$ cat config.mk
export PLATFORM = sky130hd
export DESIGN_NAME = fifo_host
export DESIGN_NICKNAME = d
export VERILOG_FILES = /design/src/fifo_host_pkg.sv /design/src/fifo_host.sv
export SDC_FILE = /design/constraint.sdc
export NUM_CORES = 1
export LEC_CHECK = 0
export ABC_AREA = 1
export ABC_CLOCK_PERIOD_IN_PS = 2700
export BUFFER_PORTS_ARGS = -buffer_cell sky130_fd_sc_hd__buf_2
export CORE_MARGIN = 2
export CORE_UTILIZATION = 45
export DETAILED_ROUTE_END_ITERATION = 7
export PLACE_DENSITY = 0.68
export SLEW_MARGIN = 20
export SYNTH_ARGS = -nofsm -noshare
export SYNTH_HDL_FRONTEND = slang
export SYNTH_SLANG_ARGS = --single-unit
$ cat constraint.sdc
create_clock -name clk -period 2.7 [get_ports clk]
set_input_delay 0.135 -clock clk [delete_from_list [all_inputs] [get_ports clk]]
set_output_delay 0.135 -clock clk [all_outputs]
set_load 0.005 [all_outputs]
$ cat src/fifo_host_pkg.sv
// Constants, field layout and carrier types for the strobe-driven FIFO host
package fifo_host_pkg;

  // ****************************************
  // Timing
  // ****************************************
  localparam int CLK_NS      = 5;
  localparam int STROBE_NS   = 50;
  localparam int RECOVER_NS  = 30;
  localparam int STROBE_CYC  = (STROBE_NS + CLK_NS - 1) / CLK_NS < 1 ? 1 :
                               (STROBE_NS + CLK_NS - 1) / CLK_NS;
  localparam int RECOVER_CYC = (RECOVER_NS + CLK_NS - 1) / CLK_NS < 1 ? 1 :
                               (RECOVER_NS + CLK_NS - 1) / CLK_NS;

  // ****************************************
  // Device shape
  // ****************************************
  localparam int FIFO_WORDS = 16384;
  localparam int WORD_W     = 9;

  // ****************************************
  // Register map (byte addresses)
  // ****************************************
  localparam logic [4:0] CTRL_ADDR   = 5'h00;
  localparam logic [4:0] CMD_ADDR    = 5'h04;
  localparam logic [4:0] WDATA_ADDR  = 5'h08;
  localparam logic [4:0] RDATA_ADDR  = 5'h0c;
  localparam logic [4:0] STATUS_ADDR = 5'h10;

  localparam int CTRL_LOAD_BIT    = 9;
  localparam int CMD_RESET_BIT    = 0;
  localparam int CMD_REPLAY_BIT   = 1;
  localparam int ST_BUSY_BIT      = 0;
  localparam int ST_EMPTY_BIT     = 1;
  localparam int ST_FULL_BIT      = 2;
  localparam int ST_FILL_BIT      = 3;
  localparam int ST_REFUSED_BIT   = 4;

  localparam logic [9:0] CTRL_RESET = 10'h100;

  // ****************************************
  // Types
  // ****************************************
  typedef struct packed {
    logic clear_n;
    logic write_n;
    logic read_n;
    logic replay_n;
  } strobe_type;

  localparam strobe_type STROBE_IDLE = 4'hf;

  typedef enum logic [2:0] {
    S_IDLE, S_RST_A, S_RST_LOAD, S_RST_B, S_WRITE, S_READ, S_REPLAY, S_RECOVER
  } state_type;

endpackage : fifo_host_pkg

$ cat src/fifo_host.sv
// Host controller driving one FIFO or a depth chain of FIFOs through their pins
`timescale 1ns/1ps
module fifo_host #(
  parameter int DEVICES = 1,
  parameter int DATA_W  = fifo_host_pkg::WORD_W
) (
  // Clock, reset, enable
  input  wire logic                clk,
  input  wire logic                sys_rst,
  input  wire logic                ce,
  // Avalon-MM slave
  input  wire logic [4:0]          address,
  input  wire logic                read,
  input  wire logic                write,
  input  wire logic [31:0]         writedata,
  output logic      [31:0]         readdata,
  output logic                     waitrequest,
  // FIFO pins, shared controls
  output logic      [DATA_W-1:0]   data_in_bus,
  output logic                     write_strobe_n,
  output logic                     read_strobe_n,
  output logic                     clear_input_n,
  input  wire logic [DATA_W-1:0]   data_out_bus,
  // FIFO pins, one per device
  input  wire logic [DEVICES-1:0]  nothing_stored_n,
  input  wire logic [DEVICES-1:0]  no_room_n,
  input  wire logic [DEVICES-1:0]  chain_out_n,
  output logic      [DEVICES-1:0]  chain_in_n,
  output logic      [DEVICES-1:0]  first_in_chain_n
);

  localparam int  SW     = DATA_W + 3 * DEVICES;
  localparam bit  SINGLE = (DEVICES == 1);

  // ****************************************
  // Pin synchronisers
  // ****************************************
  logic [SW-1:0] s1_reg;
  logic [SW-1:0] s2_reg;
  logic [SW-1:0] s3_reg;
  logic [SW-1:0] stable_reg;
  logic [SW-1:0] stable_next;
  wire  [SW-1:0] pins_raw = {data_out_bus, nothing_stored_n, no_room_n, chain_out_n};

  // Change counts once second and third stage agree
  assign stable_next = (s2_reg == s3_reg) ? s3_reg : stable_reg;

  always_ff @(posedge clk) begin
    if (sys_rst) begin
      s1_reg     <= '1;
      s2_reg     <= '1;
      s3_reg     <= '1;
      stable_reg <= '1;
    end else if (ce) begin
      s1_reg     <= pins_raw;
      s2_reg     <= s1_reg;
      s3_reg     <= s2_reg;
      stable_reg <= stable_next;
    end
  end

  wire [DATA_W-1:0]  q_st     = stable_reg[SW-1 -: DATA_W];
  wire [DEVICES-1:0] empty_st = stable_reg[3*DEVICES-1 -: DEVICES];
  wire [DEVICES-1:0] full_st  = stable_reg[2*DEVICES-1 -: DEVICES];
  wire [DEVICES-1:0] fill_st  = stable_reg[DEVICES-1:0];

  // composite flags, low only when all low
  wire comp_empty_n = |empty_st;
  wire comp_full_n  = |full_st;
  // fill flag absent in a chain
  wire fill_n       = SINGLE ? fill_st[0] : 1'b1;

  // ****************************************
  // Chain wiring
  // ****************************************
  fifo_host_pkg::strobe_type strobe_reg;
  fifo_host_pkg::strobe_type strobe_next;

  genvar gi;
  generate
    for (gi = 0; gi < DEVICES; gi++) begin : g_chain
      if (SINGLE) begin : g_single
        assign chain_in_n[gi]       = 1'b0;
        assign first_in_chain_n[gi] = strobe_reg.replay_n;
      end else begin : g_depth
        // expansion output feeds the next device
        assign chain_in_n[gi]       = chain_out_n[(gi + DEVICES - 1) % DEVICES];
        assign first_in_chain_n[gi] = (gi != 0);
      end
    end
  endgenerate

  // ****************************************
  // Register bus decode
  // ****************************************
  fifo_host_pkg::state_type state_reg;
  fifo_host_pkg::state_type state_next;
  logic [9:0]        ctrl_reg;
  logic [DATA_W-1:0] rdata_reg;
  logic              refused_reg;
  logic              rack_reg;
  logic [31:0]       readdata_reg;

  function automatic logic hit(input logic [4:0] a, input logic [4:0] off);
    hit = (a == off);
  endfunction : hit

  wire hit_ctrl   = hit(address, fifo_host_pkg::CTRL_ADDR);
  wire hit_cmd    = hit(address, fifo_host_pkg::CMD_ADDR);
  wire hit_wdata  = hit(address, fifo_host_pkg::WDATA_ADDR);
  wire hit_rdata  = hit(address, fifo_host_pkg::RDATA_ADDR);
  wire hit_status = hit(address, fifo_host_pkg::STATUS_ADDR);
  wire busy       = (state_reg != fifo_host_pkg::S_IDLE);

  // Commands wait for the sequencer; registers never stall a write
  assign waitrequest = (write & busy & (hit_cmd | hit_wdata | hit_rdata)) |
                       (read & ~rack_reg);

  wire wr_take    = write & ~waitrequest;
  wire cmd_reset  = wr_take & hit_cmd & writedata[fifo_host_pkg::CMD_RESET_BIT];
  wire cmd_replay = wr_take & hit_cmd & writedata[fifo_host_pkg::CMD_REPLAY_BIT] & ~cmd_reset;
  // write strobe only while room remains
  wire go_write   = wr_take & hit_wdata & comp_full_n;
  // read strobe only while data stored
  wire go_read    = wr_take & hit_rdata & comp_empty_n;
  wire go_replay  = cmd_replay & SINGLE;
  wire refuse_evt = (wr_take & hit_wdata & ~comp_full_n) |
                    (wr_take & hit_rdata & ~comp_empty_n) | (cmd_replay & ~SINGLE);
  wire refuse_clr = wr_take & hit_status & writedata[fifo_host_pkg::ST_REFUSED_BIT];
  // New refusal wins over a clear in the same cycle
  wire refused_next = refuse_evt | (refused_reg & ~refuse_clr);

  wire [31:0] status_word = {27'h0, refused_reg, fill_n, comp_full_n, comp_empty_n, busy};
  wire [31:0] rd_mux = hit_ctrl   ? {22'h0, ctrl_reg} :
                       hit_rdata  ? {{(32 - DATA_W){1'b0}}, rdata_reg} :
                       hit_status ? status_word : 32'h0;
  assign readdata = readdata_reg;

  always_ff @(posedge clk) begin
    if (sys_rst) begin
      ctrl_reg     <= fifo_host_pkg::CTRL_RESET;
      refused_reg  <= 1'b0;
      rack_reg     <= 1'b0;
      readdata_reg <= 32'h0;
    end else if (ce) begin
      if (wr_take & hit_ctrl) begin
        ctrl_reg <= writedata[9:0];
      end
      refused_reg  <= refused_next;
      rack_reg     <= read & ~rack_reg;
      readdata_reg <= (read & ~rack_reg) ? rd_mux : readdata_reg;
    end
  end

  // ****************************************
  // Strobe sequencer
  // ****************************************
  logic [7:0]        cnt_reg;
  logic [7:0]        cnt_next;
  logic [DATA_W-1:0] din_reg;
  wire               cnt_done = (cnt_reg == 8'h0);
  wire [7:0]         strobe_len  = 8'(fifo_host_pkg::STROBE_CYC - 1);
  wire [7:0]         recover_len = 8'(fifo_host_pkg::RECOVER_CYC - 1);

  always_comb begin
    state_next = state_reg;
    cnt_next   = cnt_done ? cnt_reg : cnt_reg - 8'h1;
    case (state_reg)
      fifo_host_pkg::S_IDLE: begin
        cnt_next = strobe_len;
        if (cmd_reset) begin
          state_next = fifo_host_pkg::S_RST_A;
        end else if (go_write) begin
          state_next = fifo_host_pkg::S_WRITE;
        end else if (go_read) begin
          state_next = fifo_host_pkg::S_READ;
        end else if (go_replay) begin
          state_next = fifo_host_pkg::S_REPLAY;
        end
      end
      fifo_host_pkg::S_RST_A: begin
        if (cnt_done) begin
          cnt_next   = strobe_len;
          state_next = ctrl_reg[fifo_host_pkg::CTRL_LOAD_BIT] ? fifo_host_pkg::S_RST_LOAD
                                                              : fifo_host_pkg::S_RST_B;
        end
      end
      fifo_host_pkg::S_RST_LOAD: begin
        if (cnt_done) begin
          cnt_next   = strobe_len;
          state_next = fifo_host_pkg::S_RST_B;
        end
      end
      fifo_host_pkg::S_RST_B, fifo_host_pkg::S_WRITE, fifo_host_pkg::S_READ,
      fifo_host_pkg::S_REPLAY: begin
        if (cnt_done) begin
          cnt_next   = recover_len;
          state_next = fifo_host_pkg::S_RECOVER;
        end
      end
      fifo_host_pkg::S_RECOVER: begin
        if (cnt_done) begin
          state_next = fifo_host_pkg::S_IDLE;
        end
      end
      default: begin
        state_next = fifo_host_pkg::S_IDLE;
      end
    endcase
  end

  // Strobes follow the next state so they change with the state itself
  wire in_rst_next = (state_next == fifo_host_pkg::S_RST_A) |
                     (state_next == fifo_host_pkg::S_RST_LOAD) |
                     (state_next == fifo_host_pkg::S_RST_B);
  assign strobe_next.clear_n  = ~in_rst_next;
  // offset loaded by write pulse inside reset
  assign strobe_next.write_n  = ~((state_next == fifo_host_pkg::S_WRITE) |
                                  (state_next == fifo_host_pkg::S_RST_LOAD));
  assign strobe_next.read_n   = ~(state_next == fifo_host_pkg::S_READ);
  assign strobe_next.replay_n = ~(state_next == fifo_host_pkg::S_REPLAY);

  // offset code on the data pins during reset load
  wire [DATA_W-1:0] din_next =
    (state_reg == fifo_host_pkg::S_IDLE && go_write) ? writedata[DATA_W-1:0] :
    (state_next == fifo_host_pkg::S_RST_LOAD)        ? ctrl_reg[DATA_W-1:0] : din_reg;
  // Data captured at strobe end, after access time and sync delay
  wire capture = (state_reg == fifo_host_pkg::S_READ) & cnt_done;

  always_ff @(posedge clk) begin
    if (sys_rst) begin
      state_reg  <= fifo_host_pkg::S_IDLE;
      cnt_reg    <= 8'h0;
      strobe_reg <= fifo_host_pkg::STROBE_IDLE;
      din_reg    <= '0;
      rdata_reg  <= '0;
    end else if (ce) begin
      state_reg  <= state_next;
      cnt_reg    <= cnt_next;
      strobe_reg <= strobe_next;
      din_reg    <= din_next;
      rdata_reg  <= capture ? q_st : rdata_reg;
    end
  end

  // one strobe set shared by all
  assign data_in_bus    = din_reg;
  assign write_strobe_n = strobe_reg.write_n;
  assign read_strobe_n  = strobe_reg.read_n;
  assign clear_input_n  = strobe_reg.clear_n;
endmodule : fifo_host

-- After elaboration in Yosys (flattened, before gate mapping)
Cells that the tools add are included.
W data, S select, Z words.
- register bits after elaboration: 125
- bits of input ports: 54
- word-level logic and storage cells: 104
- $add $sub $neg: 1
- equality and inequality tests: 18
- mux-type cells: 19
- bitwise operators: 37
- reduce and logical (&&, ||, !) cells: 13
- operators with widths (cell ; count):
    $mux W9 ; 3
    $mux W3 ; 8
    $mux W8 ; 3
    $pmux W8 S3 ; 1
    $eq A3 B3 Y1 const B ; 7
    $and A1 B1 Y1 ; 19
    $pmux W3 S5 ; 1
    $eq A12 B12 Y1 ; 1
    $eq A3 B2 Y1 const B ; 4
    $eq A5 B4 Y1 const B ; 2
    $mux W10 ; 1
    $not A1 Y1 ; 10
    $reduce_and A2 Y1 ; 5
    $logic_not A8 Y1 ; 1
    $or A1 B1 Y1 ; 8
    $sub A8 B1 Y8 const B ; 1
    $eq A3 B1 Y1 const B ; 2
    $eq A5 B3 Y1 const B ; 1
    $eq A5 B5 Y1 const B ; 1
    $logic_not A5 Y1 ; 1
    $mux W5 ; 1
    $reduce_or A4 Y1 ; 1
    $logic_not A3 Y1 ; 1
    $reduce_bool A3 Y1 ; 1
    other kinds (4) ; 4

-- Longest topological paths before layout
Gate-level depths: netlist (run 1).
- depth in word-level cells: 20
- depth in mapped cells: 16
- mapped depth without buffers: 15

-- Worst setup path after synthesis (run 1)
OpenSTA, ideal clock, no wires.
- path type: register to register
- start point: register cnt_reg[0]
- end point: register din_reg[8] (netlist: data_in_bus[8])
- data arrival time: 1828 ps
- required time: 2587 ps
- path slack: 758 ps
- stages on the path, launching flop included: 17
- clock period less this slack: 1942 ps
- path through: dfxtp_1 > inv_1 > ha_1 > nor3b_4 > nand2_2 > inv_2 > nand2_2 > nand2_1 > a21oi_1 > nor2_2 > a21oi_2 > nand2_2 > nand2_4 > buf_8 > nand3_2 > nand2_1 > nor2_2
- cells in the longest elaborated chain, start to end: 6
- ends and longest elaborated chain (element ; RTL line ; text):
    start, declared ; fifo_host.sv:158 ; logic [7:0] cnt_reg;
    start signal, assigned ; fifo_host.sv:239 ; cnt_reg <= cnt_next;
    $logic_not A8 Y1 * ; fifo_host.sv:161 ; wire cnt_done = (cnt_reg == 8'h0);
    $mux W3, on equally long branches ; n/a ;
    $pmux W3 S5 * ; fifo_host.sv:168 ; case (state_reg)
    $eq A3 B2 Y1 * ; fifo_host.sv:226 ; (state_next == fifo_host_pkg::S_RST_LOAD) ? ctrl_reg[DATA_W-1:0] : din_reg;
    $reduce_bool A2 Y1 (no source line) * ; n/a ;
    $reduce_and A2 Y1 (no source line) * ; n/a ;
    end signal, assigned ; fifo_host.sv:241 ; din_reg <= din_next;
    end, declared ; fifo_host.sv:160 ; logic [DATA_W-1:0] din_reg;
Mark *: on every way between the ends. The rest lies on a longest branch, timed or not.
A chain may end at the register's enable or synchronous reset.

-- Final worst setup path (run 1)
- start point: register cnt_reg[0]
- end point: register din_reg[4] (netlist: data_in_bus[4])
Same word-level chain as after synthesis.

==> impl_results.md, run 1 <==
* Status: finished clean
* Hold buffer count at cts at 12
* Post-CTS Resized at 0
* TNS Setup at 0 ps
* Boundary Pins at 101
* FP Rows at 37
* Pre-antenna DRT Iters at 5
* Internal at 0.00219 W
* Clock Sinks at 103
* Die Wd at approximately 110 um
* Core Area at 10300 um2
* Switching share of power at 31.2%
* Final setup vio count at 0
* Clk_lat worst skew at between 300 and 400 ps
* GP Congestion at 0.879
* WL final at approximately 11 mm
* Vias at 4128
* Worst r2r src: cnt_reg[0]
* Die Height at between 100 and 150 um
* Asr flop ratio synth at 0%
* Cell Area, Synth at 4760 um2
* IO buf count at 55
* Fin crit share at 83.8%
* Yosys cell types at 44
* Hold/Removal Path Class: in -> reg
* Setup bufs post-CTS at 0
* Clock root buffer: clkbuf_8
* Switch Pwr at 0.000992 W
* Drt initial violations at 229
* Layout cells sized above 1 at ~18%
* CP arrival at 2530 ps
* Critical Path RT at around 3000 ps
* CTS tree: built
* Largest net degree at the start of global routing at 57
* Worst setup margin at around 440 ps
* Sequential share of the synthesized area at 43.3%
* #FFs+latches synth at 103
* Main synth FF type: dfxtp_1
* Worst-margin pin slew at 674 ps
* Sequential power share at between 50% and 60%
* Critical-path top delay cell: dfxtp_1
* Max incr delay on CP at ~350 ps
* Synthesized area per cell at 7.55 um2
* Worst setup EP type: flop
* Setup crit start: cnt_reg[0]
* CP max FO at 18
* Most repeated library cell on the critical path: nand2_2
* Global-route wire length before repair at 17.6 mm
* H-tree levels at 3
* Slew Limit Headroom at 54.9%
* Nets at 740
* Hold_sp: data_out_bus[2]
* Max VDD drop at 300 uV
* Clock network fraction of design power at 30.4%
* Logic gate share of total power at roughly 17%
* Fillers at 983
* Max Root-Sink Buffers at 2
* Wire per inst at roughly 13 um
* Total CTS buffers at 9
* Worst slack, placed at 514 ps
* Gr usage total at 19.3%
* Post-Place Cells at between 700 and 800
* Max Cap Viol at 0
* Area of the multi-input gates at 2200 um2
* Post-synth EDFFs at 0
* Layout Cells excl Fill at 825
* Fmax at roughly 440 MHz
* DP Wirelength at roughly 7.6 mm
* Kind of critical path: reg -> reg
* Via density at 5.00
* Final design utilization at 52.2%
* Residual DRC at 0
* Pwr Density at 593 nW/um2
* Initial antenna violation count at 0
* Vias in the first global route at 3850
* Sequential cell area at 2060 um2
* Synth Instances at 630
* Area grow syn2layout at 12.7%
* Yosys warns at 0
* CTS clk-pin slew, worst paths at around 120 ps
* Startpoint Class: flop
* Ant diodes at 0
* Clk_skew at about 16 ps
* Leak Pwr at 2.50 nW
* Worst path cell trace: inv_1, ha_1, nor3b_4, nand2_2, inv_2, nand2_2, nand2_1, a21oi_1, nor2_2, a21oi_2, nand2_2, nand2_4, nand3_1, nand2_1, nor2_1
* Min Tclk post-route at 2260 ps
* Pwr Total at ~0.0032 W
* Flop2flop setup slack at 440 ps
* Final hold vios at 0
* RSZ-0062 raised after global routing: no
* Congestion Overflow GR at 0
* Pins Over Slew Limit at 0
* Initial Utilization at 46.3%
* Full die area at 11400 um2
* Routed Antenna Nets at 0
area by class of cell:
type	instances	area share [%]
Timing Repair Buffer	77	8.77
Clock inverter	7	1.54
Tap cell	136	3.17
Sequential cell	103	38.5
Inverter	66	4.62
Multi-Input combinational cell	427	41.1
Clock buffer	9	2.31
stage by stage:
step	hold WS [ps]	area [um2]
6_report	22.7	5360
4_1_cts	5.31	5360
5_1_grt	3.15	5360
2_1_floorplan	257	4840
3_3_place_gp	345	5030
3_5_place_dp	351	5030
placed cells by master (no fill, tap or decap), types with 2 or more instances in the layout:
cell type,synthesis,layout
nor2_2,7,7
xnor2_1,2,2
nand3_2,3,3
o211ai_1,15,15
nand2_2,6,6
nand4_1,4,4
a21oi_1,53,53
inv_8,0,3
nand3_1,30,30
buf_2,5,55
clkinv_8,0,2
a21oi_2,10,10
o21ai_0,47,47
dlygate4sd3_1,0,12
a31o_2,4,4
nor3_1,25,25
clkbuf_8,0,9
xor2_1,6,6
inv_1,62,62
a41oi_1,2,2
dfxtp_1,103,103
ha_1,2,2
nor2_4,4,4
buf_4,24,10
nand2_4,3,3
inv_2,3,3
o22ai_1,7,7
a221oi_1,4,4
conb_1,1,23
nand2_1,102,102
nor2_1,56,56
Yosys cell counts (5+ instances only):
master	n	area, um2
buf_4	24	180
nor2_1	56	210
o211ai_1	15	113
nand3_1	30	150
o21ai_0	47	235
o22ai_1	7	43.8
buf_2	5	25.0
a21oi_1	53	265
xor2_1	6	52.6
nor3_1	25	125
clkbuf_1	22	82.6
nand2_2	6	37.5
nand2_1	102	383
a21oi_2	10	87.6
inv_1	62	233
nor2_2	7	43.8
dfxtp_1	103	2060
worst paths after layout:
kind                            cells after the start              to
worst min-delay path                                3       s1_reg[5]
worst max register to register                     15  data_in_bus[4]
worst min register to register                      2       s2_reg[0]
worst max-delay path                               15  data_in_bus[4]
kinds of logic after synthesis:
family                     synth area share [%]
and+or+nand+nor                            24.1
AOI/OAI and AO/OA                          18.5
buffers and inverters                      12.0
DFF                                        43.3
xor gates and xnor gates                   1.47
adders and majority gates                 0.526
other                                    0.0788
critical path, delay by kind of cell, from the launching register on:
kind	cells	cell delay (ps)
adder cells (fa/ha/maj)	1	220
AO/OA/AOI/OAI	2	310
buffers and inverters	2	140
AND/OR/NAND/NOR	10	1120
flip-flops	1	350
power groups by stage:
stage	Sequential, W	Combinational, W	Clock [W]
after floorplan	0.00169	0.000424	0
after detailed placement	0.00170	0.000531	0
final	0.00167	0.000545	0.000967
after global placement	0.00170	0.000519	0
after global routing	0.00168	0.000624	0.00107
after CTS	0.00167	0.000547	0.000994
routing by layer:
metal | track usage [%] | vias up | share of wire [%]
li1 | - | 2143 | -
met1 | 25.2 | 1877 | 47
met2 | 31.9 | 100 | 46
met3 | 4.62 | 8 | 5.4
met4 | 5.01 | 0 | 0.92
met5 | 0 | - | 0
Power figures use the tool's default switching activity.
==> run 2, diff against run 1 <==
- ABC_AREA: 1 -> 0
- ABC_CLOCK_PERIOD_IN_PS: 2700 -> 2100
- clock period: 2.7 -> 2.1 ns (I/O delays scaled with it)
==> impl_results.md, run 2 <==
* Fin crit share at 101%
* Most frequent cells in the layout: dfxtp_1 (98), mux2i_1 (77), nand2_1 (66)
* Fillers at roughly 900
* Kind of critical path: reg -> reg
* Layout cells sized above 1 at 28.6%
* Critical Path RT at 2340 ps
* Residual DRC at 0
* H-tree levels at 3
* Fmax at 472 MHz
* CP arrival at 2360 ps
* Post-Place Cells at 695
* Vias in the first global route at 3432
* Pre-antenna DRT Iters at 4
* Via density at 5.09
* Final setup vio count at 6
* Commonest non-fill, non-tap cell in the layout: dfxtp_1
* Worst reg-to-reg path cell count at 8
* Core Area at 10400 um2
* Ant diodes at 0
* Full die area at 11500 um2
* Sequential share of the synthesized area at 42.8%
* Violated checks: negative setup slack
* Boundary Pins at about 100
* Congestion Overflow GR at 0
* Global-route wire length before repair at 16.7 mm
* Main synth FF type: dfxtp_1
* Cell Area, Synth at just under 5000 um2
* CP max FO at 6
* GP Congestion at 0.839
* DP Wirelength at about 7.2 mm
* Worst setup margin at -19.3 ps
* Die Wd at about 110 um
* Routed Antenna Nets at 0
* Startpoint Class: flop
* CTS tree: built
* Post-synth EDFFs at 0
* Top cells by area, synth: dfxtp_1 (43%), mux2i_1 (16%), nand2_1 (5.3%)
* Nets at 657
* IO buf count at 55
* Sequential cell area at 2070 um2
* Most repeated library cell on the critical path: buf_4
* Layout Cells excl Fill at between 700 and 800
* Min Tclk post-route at 2120 ps
* Clk_lat worst skew at 370 ps
* Max incr delay on CP at 350 ps
* Vias at 3771
* Initial antenna violation count at 0
* Max Root-Sink Buffers at 2
* Final hold vios at 0
* Pwr Total at around 0.0040 W
* Area grow syn2layout at 23.6%
* Pins Over Slew Limit at 0
* Synth top area share at 42.8%
* Wire per inst at 14.3 um
* RSZ-0062 raised after global routing: yes
* Cell with the most instances after synthesis: dfxtp_1
* Drt initial violations at 189
* Yosys top cell by area: dfxtp_1
* #FFs+latches synth at between 100 and 150
* Total CTS buffers at 9
* Pwr Density at 678 nW/um2
* Synth Instances at a little over 500
* Synthesized area per cell at 9.56 um2
* Largest net degree at the start of global routing at 49
* CTS clk-pin slew, worst paths at 90 ps
* Yosys cell types at 60
* Yosys warns at 0
* Max VDD drop at 495 uV
* Clock Sinks at 103
* Leak Pwr at ~2.4 nW
* Initial Utilization at 46.4%
* Status: finished with violations
* Clock root buffer: clkbuf_8
* Critical-path top delay cell: nor4_2
* Hold/Removal Path Class: in -> reg
* Synth cell count leaders: dfxtp_1 (103), mux2i_1 (77), nand2_1 (68)
* FP Rows at 37
* WL final at 10.6 mm
* Gr usage total at 18.3%
* Worst-margin pin slew at 587 ps
* Area of the multi-input gates at 2660 um2
* Worst setup EP type: flop
* Clk_skew at 10.4 ps
* Max Cap Viol at 0
* Die Height at approximately 110 um
* Hold Path Depth at 3
* Slew Limit Headroom at between 60% and 70%
* Asr flop ratio synth at 0%
* Worst path cell trace: xor2_1, nor4_2, buf_4, nand4_1, nor4_4, buf_4, mux2i_1, nand2_1
-- run 2: cell types whose count changed in the layout (fill, tap and decap cells not counted), moves of 14 or more --
cell      before  now
nor3_1        25   11
nand2_1      102   66
mux2i_1        0   77
o21ai_0       47    6
inv_1         62    3
buf_4         10   36
a21oi_1       53   15
o211ai_1      15    1
nand3_1       30    4
-- run 2: final cells by class --
class | instances | share of cell area, %
tap | 136 | 2.86
clock buffer | 10 | 2.14
multi-input combinational | 361 | 44.7
clock inverter | 5 | 1.11
inverter | 7 | 0.441
sequential | 103 | 34.7
timing repair buffer | 119 | 14.0
-- run 2: critical path, delay by kind of cell, from the launching register on --
family | cells | cell delay [ps]
AND/OR/NAND/NOR | 4 | 900
buffers and inverters | 2 | 400
multiplexers | 1 | 190
flip-flops | 1 | 340
XOR/XNOR | 1 | 160
-- run 2: cell families after synthesis --
logic type | synth area share (%)
flip-flops | 42.8
buffers and inverters | 7.43
AND/OR/NAND/NOR | 18.4
AO/OA/AOI/OAI | 11.2
XOR/XNOR | 3.09
multiplexers | 16.5
adder cells (fa/ha/maj) | 0.520
other | 0.0779
-- run 2: worst paths after layout --
check                     from             to  slack (ps)
setup / recovery     s3_reg[0]  stable_reg[4]         -20
hold / removal    writedata[4]    ctrl_reg[4]          30
setup reg to reg     s3_reg[0]  stable_reg[4]         -20
hold reg to reg    readdata[9]    readdata[9]         460
-- run 2: through the flow --
stage	worst slack (ps)	TNS [ps]	utilization [%]	hold slack [ps]	area (um2)
after floorplan	65.0	0	-	228	4900
final	-19.3	-74.3	57.4	27.4	5950
after global routing	-132	-1320	57.4	31.9	5950
after global placement	-52.1	-561	50.8	321	5270
after detailed placement	-77.6	-1280	50.8	325	5270
after CTS	12.4	0	54.9	11.7	5690
-- run 2: report_power, final --
part           internal [W]  leakage, nW  switching [W]
registers           0.00202        0.838      0.0000539
clock network      0.000560       0.0949       0.000688
logic              0.000349         1.48       0.000367
-- run 2: layer usage --
layer / vias to the layer above / wire length (um) / GRT usage, %
met5: - / 0 / 0
met4: 0 / 134 / 5.59
met3: 10 / 439 / 4.36
met2: 85 / 5290 / 30.2
met1: 1772 / 4710 / 23.9
li1: 1904 / - / -
-- run 2: timing repair --
item,4_1_cts,5_1_grt
pin swaps,1,10
cloned,0,2
buffers inserted,1,7
gates resized for setup,3,49
setup endpoints to repair,21,35
hold buffers,21,0
endpoints found under the hold margin,22,0
==> run 3, diff against run 2 <==
- CTS_BUF_LIST: default -> sky130_fd_sc_hd__clkbuf_2
- SLEW_MARGIN: 20 -> default
==> impl_results.md, run 3 (synthesis gave the netlist of run 2 again) <==
* Largest net degree at the start of global routing at around 50
* Clock network fraction of design power at 25.7%
* FP Rows at 37
* Congestion Overflow GR at 0
* Final hold vios at 0
* Fmax at roughly 480 MHz
* Slew Limit Headroom at 61.2%
* Placed Area at 5270 um2
* CTS clk-pin slew, worst paths at around 280 ps
* Clock Sinks at 103
* Logic gate share of total power at 18.9%
* Setup crit start: s3_reg[0]
* Switching share of power at 29.0%
* Full die area at 11500 um2
* Vias at between 3k and 4k
* WL final at 10.6 mm
* Internal at 0.00266 W
* Routing usage on met3 at ~4.6%
* CP arrival at 2630 ps
* Nets at 663
* Grt met1 use at 23.9%
* Die Height at 107 um
* Min Tclk post-route at between 2000 and 2500 ps
* CTS tree: built
* Flop2flop setup slack at 2 ps
* Total CTS buffers at 9
* Fillers at 907
* Worst reg2reg path endpoint: stable_reg[11]
* Most frequent cells in the layout: dfxtp_1 (97), mux2i_1 (77), nand2_1 (67)
* Status: finished clean
* Layout cells sized above 1 at 26.8%
* Global-route wire length before repair at 16.8 mm
* Busiest grt layer: met2
* Startpoint Class: flop
* Commonest non-fill, non-tap cell in the layout: dfxtp_1
* Max Cap Viol at 0
* Final setup vio count at 0
* Initial antenna violation count at 0
* Routed Antenna Nets at 0
* Die Wd at 107 um
* CP max FO at 6
* Pre-antenna DRT Iters at 4
* Pins Over Slew Limit at 0
* Via density at about 5.1
* Gr usage total at 18.4%
* Fin Hold WS at between 70 and 80 ps
* Worst-margin pin slew at 582 ps
* Pwr Density at 639 nW/um2
* Fin area at about 5900 um2
* Fin crit share at 99.9%
* Core Area at between 10000 and 15000 um2
* Sequential power share at 55.4%
* Worst Setup EP: stable_reg[11]
* Hold/Removal Path Class: in -> reg
* Drt initial violations at 181
* IO buf count at 55
* Worst setup EP type: flop
* GP Congestion at 0.839
* Residual DRC at 0
* H-tree levels at 3
* Max VDD drop at approximately 510 uV
* Area grow syn2layout at 21.9%
* Worst r2r src: s3_reg[0]
* Switch Pwr at about 0.0011 W
* DP Wirelength at 7.25 mm
* Initial Utilization at around 46%
* Worst reg-to-reg path cell count at 8
* Critical Path RT at between 2000 and 3000 ps
* Clk_skew at roughly 27 ps
* Boundary Pins at 101
* RSZ-0062 raised after global routing: yes
* Clk_lat worst skew at 610 ps
* Kind of critical path: reg -> reg
* Leak Pwr at around 2.4 nW
* Max Root-Sink Buffers at 2
* Wire per inst at 14.2 um
* Clock root buffer: clkbuf_2
* GR Util met2 at ~30%
* Vias in the first global route at 3479
## run 3: changes by cell type in the layout (fill, tap and decap cells not counted), sizes merged
cell	before	now
buf	98	97
diode	0	1
dlygate4sd3	21	28
## run 3: power groups by stage
stage	Sequential (W)	Combinational, W	Clock, W
2_1_floorplan	0.00210	0.000428	0
3_3_place_gp	0.00211	0.000566	0
3_5_place_dp	0.00211	0.000578	0
4_1_cts	0.00208	0.000632	0.00100
5_1_grt	0.00209	0.000770	0.00107
6_report	0.00208	0.000709	0.000964
## run 3: how the worst min path moves through the flow
stage / startpoint / end / slack, ps / depth (start not counted)
after floorplan: sys_rst / s1_reg[5] / 230 / 2
after global routing: read / readdata[6] / 70 / 6
after global placement: data_out_bus[5] / s1_reg[8] / 320 / 3
after detailed placement: data_out_bus[5] / s1_reg[8] / 320 / 3
after CTS: address[2] / state_reg[0] / 6 / 5
final: read / readdata[7] / 70 / 6
## run 3: layer usage
metal | wire (um) | up-vias
met5 | 0 | -
met2 | 5270 | 81
met4 | 148 | 0
met3 | 422 | 14
met1 | 4780 | 1783
li1 | - | 1922
## run 3: area by class of cell
cell class / instances / area (um2) / area share, %
Inverter: 7 / 28.8 / 0.490
Sequential cell: 103 / 2070 / 35.3
Tap cell: 136 / 170 / 2.90
Timing Repair Buffer: 125 / 888 / 15.1
Multi-Input combinational cell: 361 / 2590 / 44.2
Clock inverter: 5 / 66.3 / 1.13
Antenna cell: 1 / 2.50 / 0.0426
Clock buffer: 10 / 50.0 / 0.852
## run 3: critical path, stage by stage (launching register included)
cell and delay (ps):
dfxtp_1 400, xor2_1 180, nor4_2 350, buf_4 160, nand4_1 140, nor4_4 330
buf_4 230, mux2i_1 190, nand2_1 60
## run 3: timing repair
| item | CTS | global route |
|---|---|---|
| buffers inserted | 1 | 5 |
| pin swaps | 2 | 10 |
| gates cloned | 0 | 3 |
| resized for setup | 7 | 33 |
| endpoints found under the hold margin | 46 | 0 |
| hold buffers | 28 | 0 |
| endpoints found under the setup margin | 23 | 37 |
## run 3: through the flow
step	power (W)	setup WS, ps	TNS (ps)	util [%]	cells
2_1_floorplan	0.00253	65.0	0	-	526
3_5_place_dp	0.00269	-77.6	-1280	50.8	695
6_report	0.00375	2.21	0	56.6	748
4_1_cts	0.00371	-0.207	-0.207	54.9	739
5_1_grt	0.00393	-135	-1360	56.6	747
3_3_place_gp	0.00268	-52.1	-561	50.8	695
